File: config.mk
export PLATFORM = sky130hd
export DESIGN_NAME = top_level_irq_enable_pend_regs
export DESIGN_NICKNAME = d
export VERILOG_FILES = /design/src/core/irq_src_bit.v /design/src/core/top_level_irq_enable_pend_regs.v
export VERILOG_INCLUDE_DIRS = /design/src /design/src/common
export SDC_FILE = /design/constraint.sdc
export NUM_CORES = 1
export LEC_CHECK = 0
export BUFFER_PORTS_ARGS = -buffer_cell sky130_fd_sc_hd__buf_4
export CORE_UTILIZATION = 30
export DETAILED_ROUTE_END_ITERATION = 10
export PLACE_DENSITY = 0.53
export SETUP_SLACK_MARGIN = 0.3
export SKIP_CTS_REPAIR_TIMING = 1
export SYNTH_ARGS = -nofsm -noshare
export SYNTH_HDL_FRONTEND = slang
export SYNTH_SLANG_ARGS = --single-unit
File: constraint.sdc
create_clock -name sys_clk -period 2.2 [get_ports sys_clk]
set_clock_uncertainty 0.15 [all_clocks]
set_input_delay 0 -clock sys_clk [delete_from_list [all_inputs] [get_ports sys_clk]]
set_output_delay 0 -clock sys_clk [all_outputs]
set_load 0.005 [all_outputs]
File: src/common/irq_regs_consts.vh
// Constants for the top-level interrupt enable and pending register block.
// Assumes an AXI4-Lite slave with 32-bit data and one aligned word per register.
`ifndef IRQ_REGS_CONSTS_VH
`define IRQ_REGS_CONSTS_VH

`define ADDR_W            32
`define DATA_W            32
`define SRC_W             17
`define OFS_ENABLE_SET    32'hE000E100
`define OFS_ENABLE_CLEAR  32'hE000E180
`define OFS_PENDING_SET   32'hE000E200
`define OFS_PENDING_CLEAR 32'hE000E280
`define OFS_IRQ_STATUS    32'hE000E400
`define OFS_IRQ_MASK      32'hE000E404
`define IMPL_MASK         17'h1D7BC
`define RESET_VAL         17'h00000
`define BIT_DEBUG         16
`define BIT_LINE_D        15
`define BIT_LINE_C        14
`define BIT_LINE_A        12
`define BIT_RADIO_RX      10
`define BIT_RADIO_TX      9
`define BIT_RADIO_TMR     8
`define BIT_SECURITY      7
`define BIT_SERIAL1       5
`define BIT_SLEEP_TMR     4
`define BIT_BASEBAND      3
`define BIT_MGMT          2
`define EVT_W             2
`define EVT_PEND_RISE     0
`define EVT_ENABLED_PEND  1
`define RESP_OKAY         2'b00
`define RESP_SLVERR       2'b10
`define ZERO_HI           15'h0000

`endif

File: src/core/irq_src_bit.v
// One interrupt source: its enable and pending flip-flops.
// Assumes one-cycle write strobes from the register slave.
`timescale 1ns/100ps
`include "irq_regs_consts.vh"

module irq_src_bit #(
  parameter IMPL = 1'b1
) (
  input  wire sys_clk,    // System clock.
  input  wire rstn,       // Synchronous reset, active low.
  input  wire en_set,     // Write one to set enable.
  input  wire en_clr,     // Write one to clear enable.
  input  wire pend_set,   // Write one to set pending.
  input  wire pend_clr,   // Write one to clear pending.
  input  wire src_event,  // Hardware request from the source.
  output reg  enable_q,   // Enable state.
  output reg  pending_q   // Pending state.
);

  always @(posedge sys_clk) begin
    if (!rstn || !IMPL) begin
      enable_q  <= 1'b0;
      pending_q <= 1'b0;
    end else begin
      if (en_set)
        enable_q <= 1'b1;
      else if (en_clr)
        enable_q <= 1'b0;
      // A source event or a set write wins over a clear write in the same cycle.
      if (pend_set || src_event)
        pending_q <= 1'b1;
      else if (pend_clr)
        pending_q <= 1'b0;
    end
  end

endmodule // irq_src_bit

File: src/core/top_level_irq_enable_pend_regs.v
// Top-level interrupt enable and pending registers behind an AXI4-Lite slave.
// Assumes a single master, one write and one read outstanding at a time.
// Overview of operation
// Writing one to a set-enable bit enables that source; zeros change nothing.
// Writing one to a clear-enable bit disables that source; zeros change nothing.
// Writing one to a set-pending bit pends that interrupt; zeros change nothing.
// Reset clears every enable and pending bit; all registers read zero.
// Debug is bit 16, line D bit 15, line C bit 14.
// Line A is bit 12, radio receive bit 10.
// Radio transmit is bit 9, radio timer bit 8.
// Security is bit 7, serial controller one bit 5, sleep timer bit 4.
// Baseband is bit 3, management bit 2.
// Writing one to a clear-pending bit unpends that interrupt; zeros do nothing.
// Reserved bits and bits 31 to 17 read zero and ignore writes.
// Both enable registers read enable state; set-pending reads pending state.
//
// The AXI4-Lite interface to the registers was left to the implementer.
`timescale 1ns/100ps
`include "irq_regs_consts.vh"

module top_level_irq_enable_pend_regs (
  input  wire                 sys_clk,       // System clock, 250 MHz.
  input  wire                 rstn,          // Synchronous reset, active low.
  input  wire                 debug_req,     // Debug source request pulse.
  input  wire                 line_d_req,    // External line D request.
  input  wire                 line_c_req,    // External line C request.
  input  wire                 line_a_req,    // External line A request.
  input  wire                 radio_rx_req,  // Radio receive request.
  input  wire                 radio_tx_req,  // Radio transmit request.
  input  wire                 radio_tmr_req, // Radio timer request.
  input  wire                 security_req,  // Security accelerator request.
  input  wire                 serial1_req,   // Serial controller one request.
  input  wire                 sleep_tmr_req, // Sleep timer request.
  input  wire                 baseband_req,  // Baseband request.
  input  wire                 mgmt_req,      // Management request.
  output wire [`SRC_W-1:0]    enable_out,    // Enable state per source.
  output wire [`SRC_W-1:0]    pending_out,   // Pending state per source.
  output wire                 irq,           // Level interrupt output.
  input  wire [`ADDR_W-1:0]   s_axi_awaddr,  // Write address.
  input  wire                 s_axi_awvalid, // Write address valid.
  output wire                 s_axi_awready, // Write address ready.
  input  wire [`DATA_W-1:0]   s_axi_wdata,   // Write data.
  input  wire [3:0]           s_axi_wstrb,   // Write byte strobes.
  input  wire                 s_axi_wvalid,  // Write data valid.
  output wire                 s_axi_wready,  // Write data ready.
  output reg  [1:0]           s_axi_bresp,   // Write response.
  output reg                  s_axi_bvalid,  // Write response valid.
  input  wire                 s_axi_bready,  // Write response ready.
  input  wire [`ADDR_W-1:0]   s_axi_araddr,  // Read address.
  input  wire                 s_axi_arvalid, // Read address valid.
  output wire                 s_axi_arready, // Read address ready.
  output reg  [`DATA_W-1:0]   s_axi_rdata,   // Read data.
  output reg  [1:0]           s_axi_rresp,   // Read response.
  output reg                  s_axi_rvalid,  // Read data valid.
  input  wire                 s_axi_rready   // Read data ready.
);

  reg  [`ADDR_W-1:0] awaddr_q;
  reg                aw_held_q;
  reg  [`DATA_W-1:0] wdata_q;
  reg  [3:0]         wstrb_q;
  reg                w_held_q;
  reg  [`EVT_W-1:0]  status_q;
  reg  [`EVT_W-1:0]  status_d;
  reg  [`EVT_W-1:0]  mask_q;
  reg  [`SRC_W-1:0]  pend_prev_q;
  wire [`SRC_W-1:0]  src_req;
  wire [`SRC_W-1:0]  wbits;
  wire [`SRC_W-1:0]  en_q;
  wire [`SRC_W-1:0]  pd_q;
  wire               do_write;
  wire               hit_es;
  wire               hit_ec;
  wire               hit_ps;
  wire               hit_pc;
  wire               hit_st;
  wire               hit_mk;
  wire [`EVT_W-1:0]  evt;

  // Source requests placed at their documented bit positions.
  assign src_req[`BIT_DEBUG]     = debug_req;
  assign src_req[`BIT_LINE_D]    = line_d_req;
  assign src_req[`BIT_LINE_C]    = line_c_req;
  assign src_req[13]             = 1'b0;
  assign src_req[`BIT_LINE_A]    = line_a_req;
  assign src_req[11]             = 1'b0;
  assign src_req[`BIT_RADIO_RX]  = radio_rx_req;
  assign src_req[`BIT_RADIO_TX]  = radio_tx_req;
  assign src_req[`BIT_RADIO_TMR] = radio_tmr_req;
  assign src_req[`BIT_SECURITY]  = security_req;
  assign src_req[6]              = 1'b0;
  assign src_req[`BIT_SERIAL1]   = serial1_req;
  assign src_req[`BIT_SLEEP_TMR] = sleep_tmr_req;
  assign src_req[`BIT_BASEBAND]  = baseband_req;
  assign src_req[`BIT_MGMT]      = mgmt_req;
  assign src_req[1:0]            = 2'b00;

  // Write channel: address and data accepted in either order, held until the response.
  assign s_axi_awready = !aw_held_q && !s_axi_bvalid;
  assign s_axi_wready  = !w_held_q && !s_axi_bvalid;
  assign do_write      = aw_held_q && w_held_q && !s_axi_bvalid;

  always @(posedge sys_clk) begin
    if (!rstn) begin
      aw_held_q    <= 1'b0;
      w_held_q     <= 1'b0;
      awaddr_q     <= 32'h00000000;
      wdata_q      <= 32'h00000000;
      wstrb_q      <= 4'h0;
      s_axi_bvalid <= 1'b0;
      s_axi_bresp  <= `RESP_OKAY;
    end else begin
      if (s_axi_awvalid && s_axi_awready) begin
        aw_held_q <= 1'b1;
        awaddr_q  <= s_axi_awaddr;
      end
      if (s_axi_wvalid && s_axi_wready) begin
        w_held_q <= 1'b1;
        wdata_q  <= s_axi_wdata;
        wstrb_q  <= s_axi_wstrb;
      end
      if (do_write) begin
        aw_held_q    <= 1'b0;
        w_held_q     <= 1'b0;
        s_axi_bvalid <= 1'b1;
        s_axi_bresp  <= (hit_es || hit_ec || hit_ps || hit_pc || hit_st || hit_mk) ?
                        `RESP_OKAY : `RESP_SLVERR;
      end else if (s_axi_bvalid && s_axi_bready) begin
        s_axi_bvalid <= 1'b0;
      end
    end
  end

  assign hit_es = (awaddr_q == `OFS_ENABLE_SET);
  assign hit_ec = (awaddr_q == `OFS_ENABLE_CLEAR);
  assign hit_ps = (awaddr_q == `OFS_PENDING_SET);
  assign hit_pc = (awaddr_q == `OFS_PENDING_CLEAR);
  assign hit_st = (awaddr_q == `OFS_IRQ_STATUS);
  assign hit_mk = (awaddr_q == `OFS_IRQ_MASK);

  // Only bytes 0 to 2 carry source bits; each bit follows its lane strobe.
  assign wbits = wdata_q[`SRC_W-1:0] & `IMPL_MASK &
                 {wstrb_q[2], {8{wstrb_q[1]}}, {8{wstrb_q[0]}}} &
                 {`SRC_W{do_write}};

  // One flag per bit position, so each source flop sees a single implemented bit.
  localparam [`SRC_W-1:0] IMPL_BITS = `IMPL_MASK;

  genvar i;
  generate
    for (i = 0; i < `SRC_W; i = i + 1) begin : g_src
      irq_src_bit #(
        .IMPL (IMPL_BITS[i])
      ) u_bit (
        .sys_clk   (sys_clk),
        .rstn      (rstn),
        .en_set    (wbits[i] && hit_es),
        .en_clr    (wbits[i] && hit_ec),
        .pend_set  (wbits[i] && hit_ps),
        .pend_clr  (wbits[i] && hit_pc),
        .src_event (src_req[i]),
        .enable_q  (en_q[i]),
        .pending_q (pd_q[i])
      );
    end
  endgenerate

  assign enable_out  = en_q;
  assign pending_out = pd_q;

  // Events: a pending bit newly rising, and any pending bit that is enabled.
  assign evt[`EVT_PEND_RISE]    = |(pd_q & ~pend_prev_q);
  assign evt[`EVT_ENABLED_PEND] = |(pd_q & en_q);

  always @* begin
    status_d = status_q;
    if (do_write && hit_st && wstrb_q[0])
      status_d = status_q & ~wdata_q[`EVT_W-1:0];
    // A new event in the clearing cycle keeps its bit set.
    status_d = status_d | evt;
  end

  always @(posedge sys_clk) begin
    if (!rstn) begin
      status_q    <= 2'b00;
      mask_q      <= 2'b00;
      pend_prev_q <= `RESET_VAL;
    end else begin
      status_q    <= status_d;
      pend_prev_q <= pd_q;
      if (do_write && hit_mk && wstrb_q[0])
        mask_q <= wdata_q[`EVT_W-1:0];
    end
  end

  assign irq = |(status_q & mask_q);

  // Read channel: one read at a time, data registered.
  assign s_axi_arready = !s_axi_rvalid;

  always @(posedge sys_clk) begin
    if (!rstn) begin
      s_axi_rvalid <= 1'b0;
      s_axi_rdata  <= 32'h00000000;
      s_axi_rresp  <= `RESP_OKAY;
    end else if (s_axi_arvalid && s_axi_arready) begin
      s_axi_rvalid <= 1'b1;
      s_axi_rresp  <= `RESP_OKAY;
      case (s_axi_araddr)
        `OFS_ENABLE_SET,
        `OFS_ENABLE_CLEAR:  s_axi_rdata <= {`ZERO_HI, en_q};
        `OFS_PENDING_SET:   s_axi_rdata <= {`ZERO_HI, pd_q};
        `OFS_PENDING_CLEAR: s_axi_rdata <= {`ZERO_HI, pd_q};
        `OFS_IRQ_STATUS:    s_axi_rdata <= {30'h00000000, status_q};
        `OFS_IRQ_MASK:      s_axi_rdata <= {30'h00000000, mask_q};
        default: begin
          s_axi_rdata <= 32'h00000000;
          s_axi_rresp <= `RESP_SLVERR;
        end
      endcase
    end else if (s_axi_rvalid && s_axi_rready) begin
      s_axi_rvalid <= 1'b0;
    end
  end

endmodule // top_level_irq_enable_pend_regs

### Yosys cells after proc, flatten, opt, wreduce, memory -nomap -nowiden

Index checks and enable logic that the tools add are counted.
Widths: inputs -> output; s select.

* input port bits: 119
* bits in read-only memories: 0
* word-level logic and storage cells: 231
* bits in latches: 0
* bits in writable memories: 0
* register bits: 137
* memories: 0

* bitwise gates (word level): 10
* equality and inequality tests: 12
* divide/modulo/power cells: 0
* reduce and logical (&&, ||, !) cells: 115
* order comparisons: 0
* muxes and demuxes: 56
* shifts and indexed selects: 0
* multiply operators: 0
* add/sub/neg operators: 0

Operators by type and width (count)
* $eq 32x32->1 const B: 12
* $and 17x17->17: 4
* $pmux 17 s4: 1
* $logic_and 1x1->1: 61
* $mux 1: 52
* $reduce_bool 2->1: 26
* $reduce_or 17->1: 2
* $logic_or 1x1->1: 17
* $not 17->17: 1
* $reduce_or 2->1: 4
* $mux 2: 3
* $reduce_or 6->1: 1
* $and 2x2->2: 2
* $logic_not 1->1: 4
* $not 2->2: 1
* $or 2x2->2: 1
* $not 1->1: 1

### Depth between registers and ports, before layout

* word-level depth: 7
* mapped depth: 7
* mapped depth without buffers: 5

### Modules after synthesis

Synthesis repeated with hierarchy kept, for this count alone.

* cells, all modules: 651
* area total of the unflattened synthesis: 5093.6 um^2

By module, submodules not included
* top_level_irq_enable_pend_regs: seq. area each 1861.8 um^2, instances 1, area an instance 4174.0 um^2, cells each 564
* irq_src_bit at g_src[10].u_bit ...: seq. area each 40.0 um^2, instances 12, area an instance 68.8 um^2, cells each 6
* irq_src_bit at g_src[0].u_bit ...: seq. area each 0.0 um^2, instances 5, area an instance 18.8 um^2, cells each 3

### Worst setup path before layout

No wires, ideal clock.

* path kind: reg-to-reg
* start point: register awaddr_q[9]
* end point: register g_src[12].u_bit.pending_q
* stages on the path, launching flop included: 7
* arrival time: 1.471 ns
* setup slack: 0.446 ns
* path buffers: 1
* data required time: 1.918 ns
* cells stage by stage: dfxtp_1 or3b_1 nor3b_1 nand4bb_1 buf_2 o21ai_1 a21oi_1

* word-level cells in the longest chain between the ends: 4
* elaborated cells between the ends (all ways): 7
* classes of those cells: eq/ne: 2; mux: 1; reduce/logical: 4

RTL lines
* from (decl): line top_level_irq_enable_pend_regs.v:58 `` reg [`ADDR_W-1:0] awaddr_q; ``
* from (signal assigned): line top_level_irq_enable_pend_regs.v:115 `awaddr_q <= s_axi_awaddr;`
* $eq 32x32->1 (no line)
* $logic_and 1x1->1: line top_level_irq_enable_pend_regs.v:159 `.pend_set (wbits[i] && hit_ps),`
* $logic_or 1x1->1: line irq_src_bit.v:30 `if (pend_set || src_event)`
* $mux 1 or $reduce_bool 2->1 (tied branches)
* to (signal assigned): line irq_src_bit.v:23 `pending_q <= 1'b0;`
* to (signal assigned): line irq_src_bit.v:31 `pending_q <= 1'b1;`
* to (signal assigned): line irq_src_bit.v:33 `pending_q <= 1'b0;`
* to (decl): line irq_src_bit.v:17 `output reg pending_q`

Several ways; a longest one is shown, not always the timed one.
A chain may end at the register's enable or synchronous reset.

### Worst setup path in the final report

* start point: register awaddr_q[18]
* end point: register g_src[3].u_bit.enable_q

* word-level cells in the longest chain between the ends: 3
* elaborated cells between the ends (all ways): 6
* classes of those cells: eq/ne: 2; mux: 1; reduce/logical: 3

RTL lines
* $eq 32x32->1 (no line)
* $logic_and 1x1->1, on equally long branches: line top_level_irq_enable_pend_regs.v:157, top_level_irq_enable_pend_regs.v:158
* $mux 1 or $reduce_bool 2->1 (tied branches)
* to (signal assigned): line irq_src_bit.v:22 `enable_q <= 1'b0;`
* to (signal assigned): line irq_src_bit.v:26 `enable_q <= 1'b1;`
* to (signal assigned): line irq_src_bit.v:28 `enable_q <= 1'b0;`
* to (decl): line irq_src_bit.v:16 `output reg enable_q,`

Several ways; a longest one is shown, not always the timed one.

==> results.md <==
- Longest Clk Path Bufs: 2
- Max Cap Violations: 0
- Drt wl/cell: 14.3 um
- Placer Congestion: 0.740
- Antenna-violating nets left: 0
- Largest net degree at the start of global routing: 85
- CTS tree: yes
- Pwr Density: 636 nW/um2
- Crit path launch type: register
- Final setup violation count: 0
- RSZ-0062 raised after global routing: true
- Post-DP Area: 5930 um2
- Max-slew violations: 0
- CP Max Fanout: 6
- CTS H-tree depth: 3
- CP endpoint kind: register
- Fin nets: 890
- Slack of the critical path: 0.273 ns
- Post-layout util: 0.452
- Lkg Pwr: 2.95 nW
- Internal: 3.42 mW
- Post-synthesis sequential area ratio: 0.447
- Worst vdd ir: 419 uV
- Multi-input logic area: 2350 um2
- Worst-margin pin slew: 0.832 ns
- Vias/cell: 4.68
- Final critical-path share of the clock period: 0.876
- Critical Path AT: 2.05 ns
- Worst min path class: in2reg
- N_diodes: 0
- Mapped cell area: 4880 um2
- Setup TNS: 0 ns
- Post-synth cell types: 42
- Failing checks: hold timing
- Dpl ws: 0.230 ns
- # IOs: 195
- CP max-delay cell: and4bb_4
- Min Tclk post-route: 1.93 ns
- Core Area: 15,900 um2
- Final hold vios: 1
- Area Growth Syn to Fin: 47.3%
- Slew margin rel.: 0.444
- Clock network power share: 0.381
- Final wirelength: 14,200 um
- Post-DP HPWL: 10,000 um
- Worst hold margin: -0.0329 ns
- Post-Syn Instances: 583
- CP max stage delay: 0.42 ns
- Drt pass-1 iters: 4
- Global-route wire length before repair: 20,300 um
- Worst Path Required: 2.32 ns
- Floorplan die height: 130 um
- WS Path Type: reg2reg
- Reg clk slew, reported paths: 0.07 ns
- #FFs+latches synth: 109
- Fmax: 0.519 GHz
- Switch share: 0.251
- Starting density of the core: 0.307
- Seq pwr share: 0.475
- Comb pwr share: 0.144
- GRT Util Overall: 0.158
- Total Power: 4.57 mW
- Cell Chain, Critical Path: nor4b_4, nand4_4, and4bb_4, buf_8, a31oi_4, a211oi_2
- Standard-cell row count: 46
- DRT iter0 DRCs: 120
- Via Count: 4,643
- Initial antenna violation count: 0
- Commonest non-fill, non-tap cells in the layout: 157 x buf_4, 119 x nand2_1, 108 x dfxtp_1, 70 x dlygate4sd3_1, 66 x a21oi_1
- TritonCTS Buffers: 9
- Clock Latency Late Sink: 0.35 ns
- Status: complete, but fails checks
- Die area: 16,800 um2
- CTS Root Cell: clkbuf_16
- Switch Pwr: 1.15 mW
- Ys Warns: 0
- Clock sink count: 109
- Mean Syn Cell Area: 8.37 um2
- Synth async-reset ratio: 0
- DRC viols: 0
- Fill count: 1,586
- Most common cell after layout, fill and taps aside: buf_4
- Vias in the first global route: 4,043
- Share of cells above drive strength 1: 0.276
- Register area: 2180 um2
- Fin area: 7180 um2
- Die width: 130 um
- Total grt overflow: 0
- Main synth FF type: dfxtp_1
- PortBufs: 145
- Post-synth EDFFs: 0
## final cells by class
class                   instances  share of cell area
inverters                      15             0.00784
multi-input cells             400               0.327
clock inverters                 4             0.00766
flip-flops and latches        109               0.304
well taps                     216              0.0376
clock buffers                  12              0.0371
repair buffers                236               0.279
## flip-flops by register name (all words and copies together) (netlist names)
register,count
s_axi_bresp,1
awaddr_q,32
g_src.u_bit.pending_q,12
aw_held_q,1
s_axi_bvalid,1
s_axi_rvalid,1
s_axi_rresp,1
wstrb_q,3
g_src.u_bit.enable_q,12
s_axi_rdata,14
pend_prev_q,12
wdata_q,14
mask_q,2
status_q,2
w_held_q,1
## metal layers
metal	track usage	routed length, um	vias to the layer above
met4	0.0445	218	0
met2	0.276	6880	146
li1	-	-	2326
met1	0.188	6250	2157
met5	0	0	-
met3	0.0450	868	14
## critical path: cells and delay by family (launching register included)
family	cells	cell delay, ns
AO/OA/AOI/OAI	2	0.27
flip-flops	1	0.33
AND/OR/NAND/NOR	3	0.93
buffers and inverters	1	0.15
## cell families (layout without fill, tap and decap cells)
logic type | after synthesis | count (layout) | synth area share
and+or+nand+nor | 206 | 206 | 0.214
AOI/OAI and AO/OA | 159 | 159 | 0.203
DFF | 109 | 109 | 0.447
buffers and inverters | 103 | 267 | 0.125
muxes | 4 | 4 | 0.00821
other | 1 | 30 | 0.000769
xor gates and xnor gates | 1 | 1 | 0.00180
## cell usage after synthesis (4+ instances only)
cell | instances | share of area
a21oi_1 | 68 | 0.070
o21ai_0 | 4 | 0.0041
a22o_1 | 27 | 0.048
nor2b_1 | 4 | 0.0051
nor4b_1 | 6 | 0.011
a221oi_1 | 5 | 0.0090
nand2_1 | 119 | 0.092
nor4_1 | 4 | 0.0051
o21ai_1 | 16 | 0.016
and3_1 | 4 | 0.0051
buf_2 | 5 | 0.0051
nor2_1 | 29 | 0.022
dfxtp_1 | 109 | 0.45
nand4_1 | 4 | 0.0051
and2_1 | 10 | 0.013
mux2i_1 | 4 | 0.0082
a31oi_1 | 22 | 0.028
buf_4 | 56 | 0.086
a211oi_1 | 11 | 0.017
inv_1 | 15 | 0.012
clkbuf_1 | 25 | 0.019
## power groups by stage
stage,Sequential [mW],Combinational [mW],Clock [mW]
detailed placement,2.21,0.555,0
CTS,2.16,0.556,1.79
global placement,2.21,0.543,0
finish,2.17,0.660,1.74
global route,2.18,0.732,1.87
floorplan,2.18,0.350,0
## worst paths after layout
path | slack (ns) | cells after the start | end | start
worst min-delay path | -0.03 | 5 | s_axi_rresp[1] | s_axi_araddr[1]
worst max-delay path | 0.27 | 6 | g_src[3].u_bit.enable_q | awaddr_q[18]
worst max register to register | 0.27 | 6 | g_src[3].u_bit.enable_q | awaddr_q[18]
worst min register to register | 0.31 | 2 | awaddr_q[29] | awaddr_q[29]
## stage by stage
| step | cells | hold WS [ns] |
|---|---|---|
| after floorplan | 612 | -0.0510 |
| after global placement | 899 | 0.0355 |
| after detailed placement | 899 | 0.0459 |
| after CTS | 915 | -0.332 |
| after global routing | 992 | 0.000519 |
| final | 992 | -0.0329 |
Power figures use the tool's default switching activity.
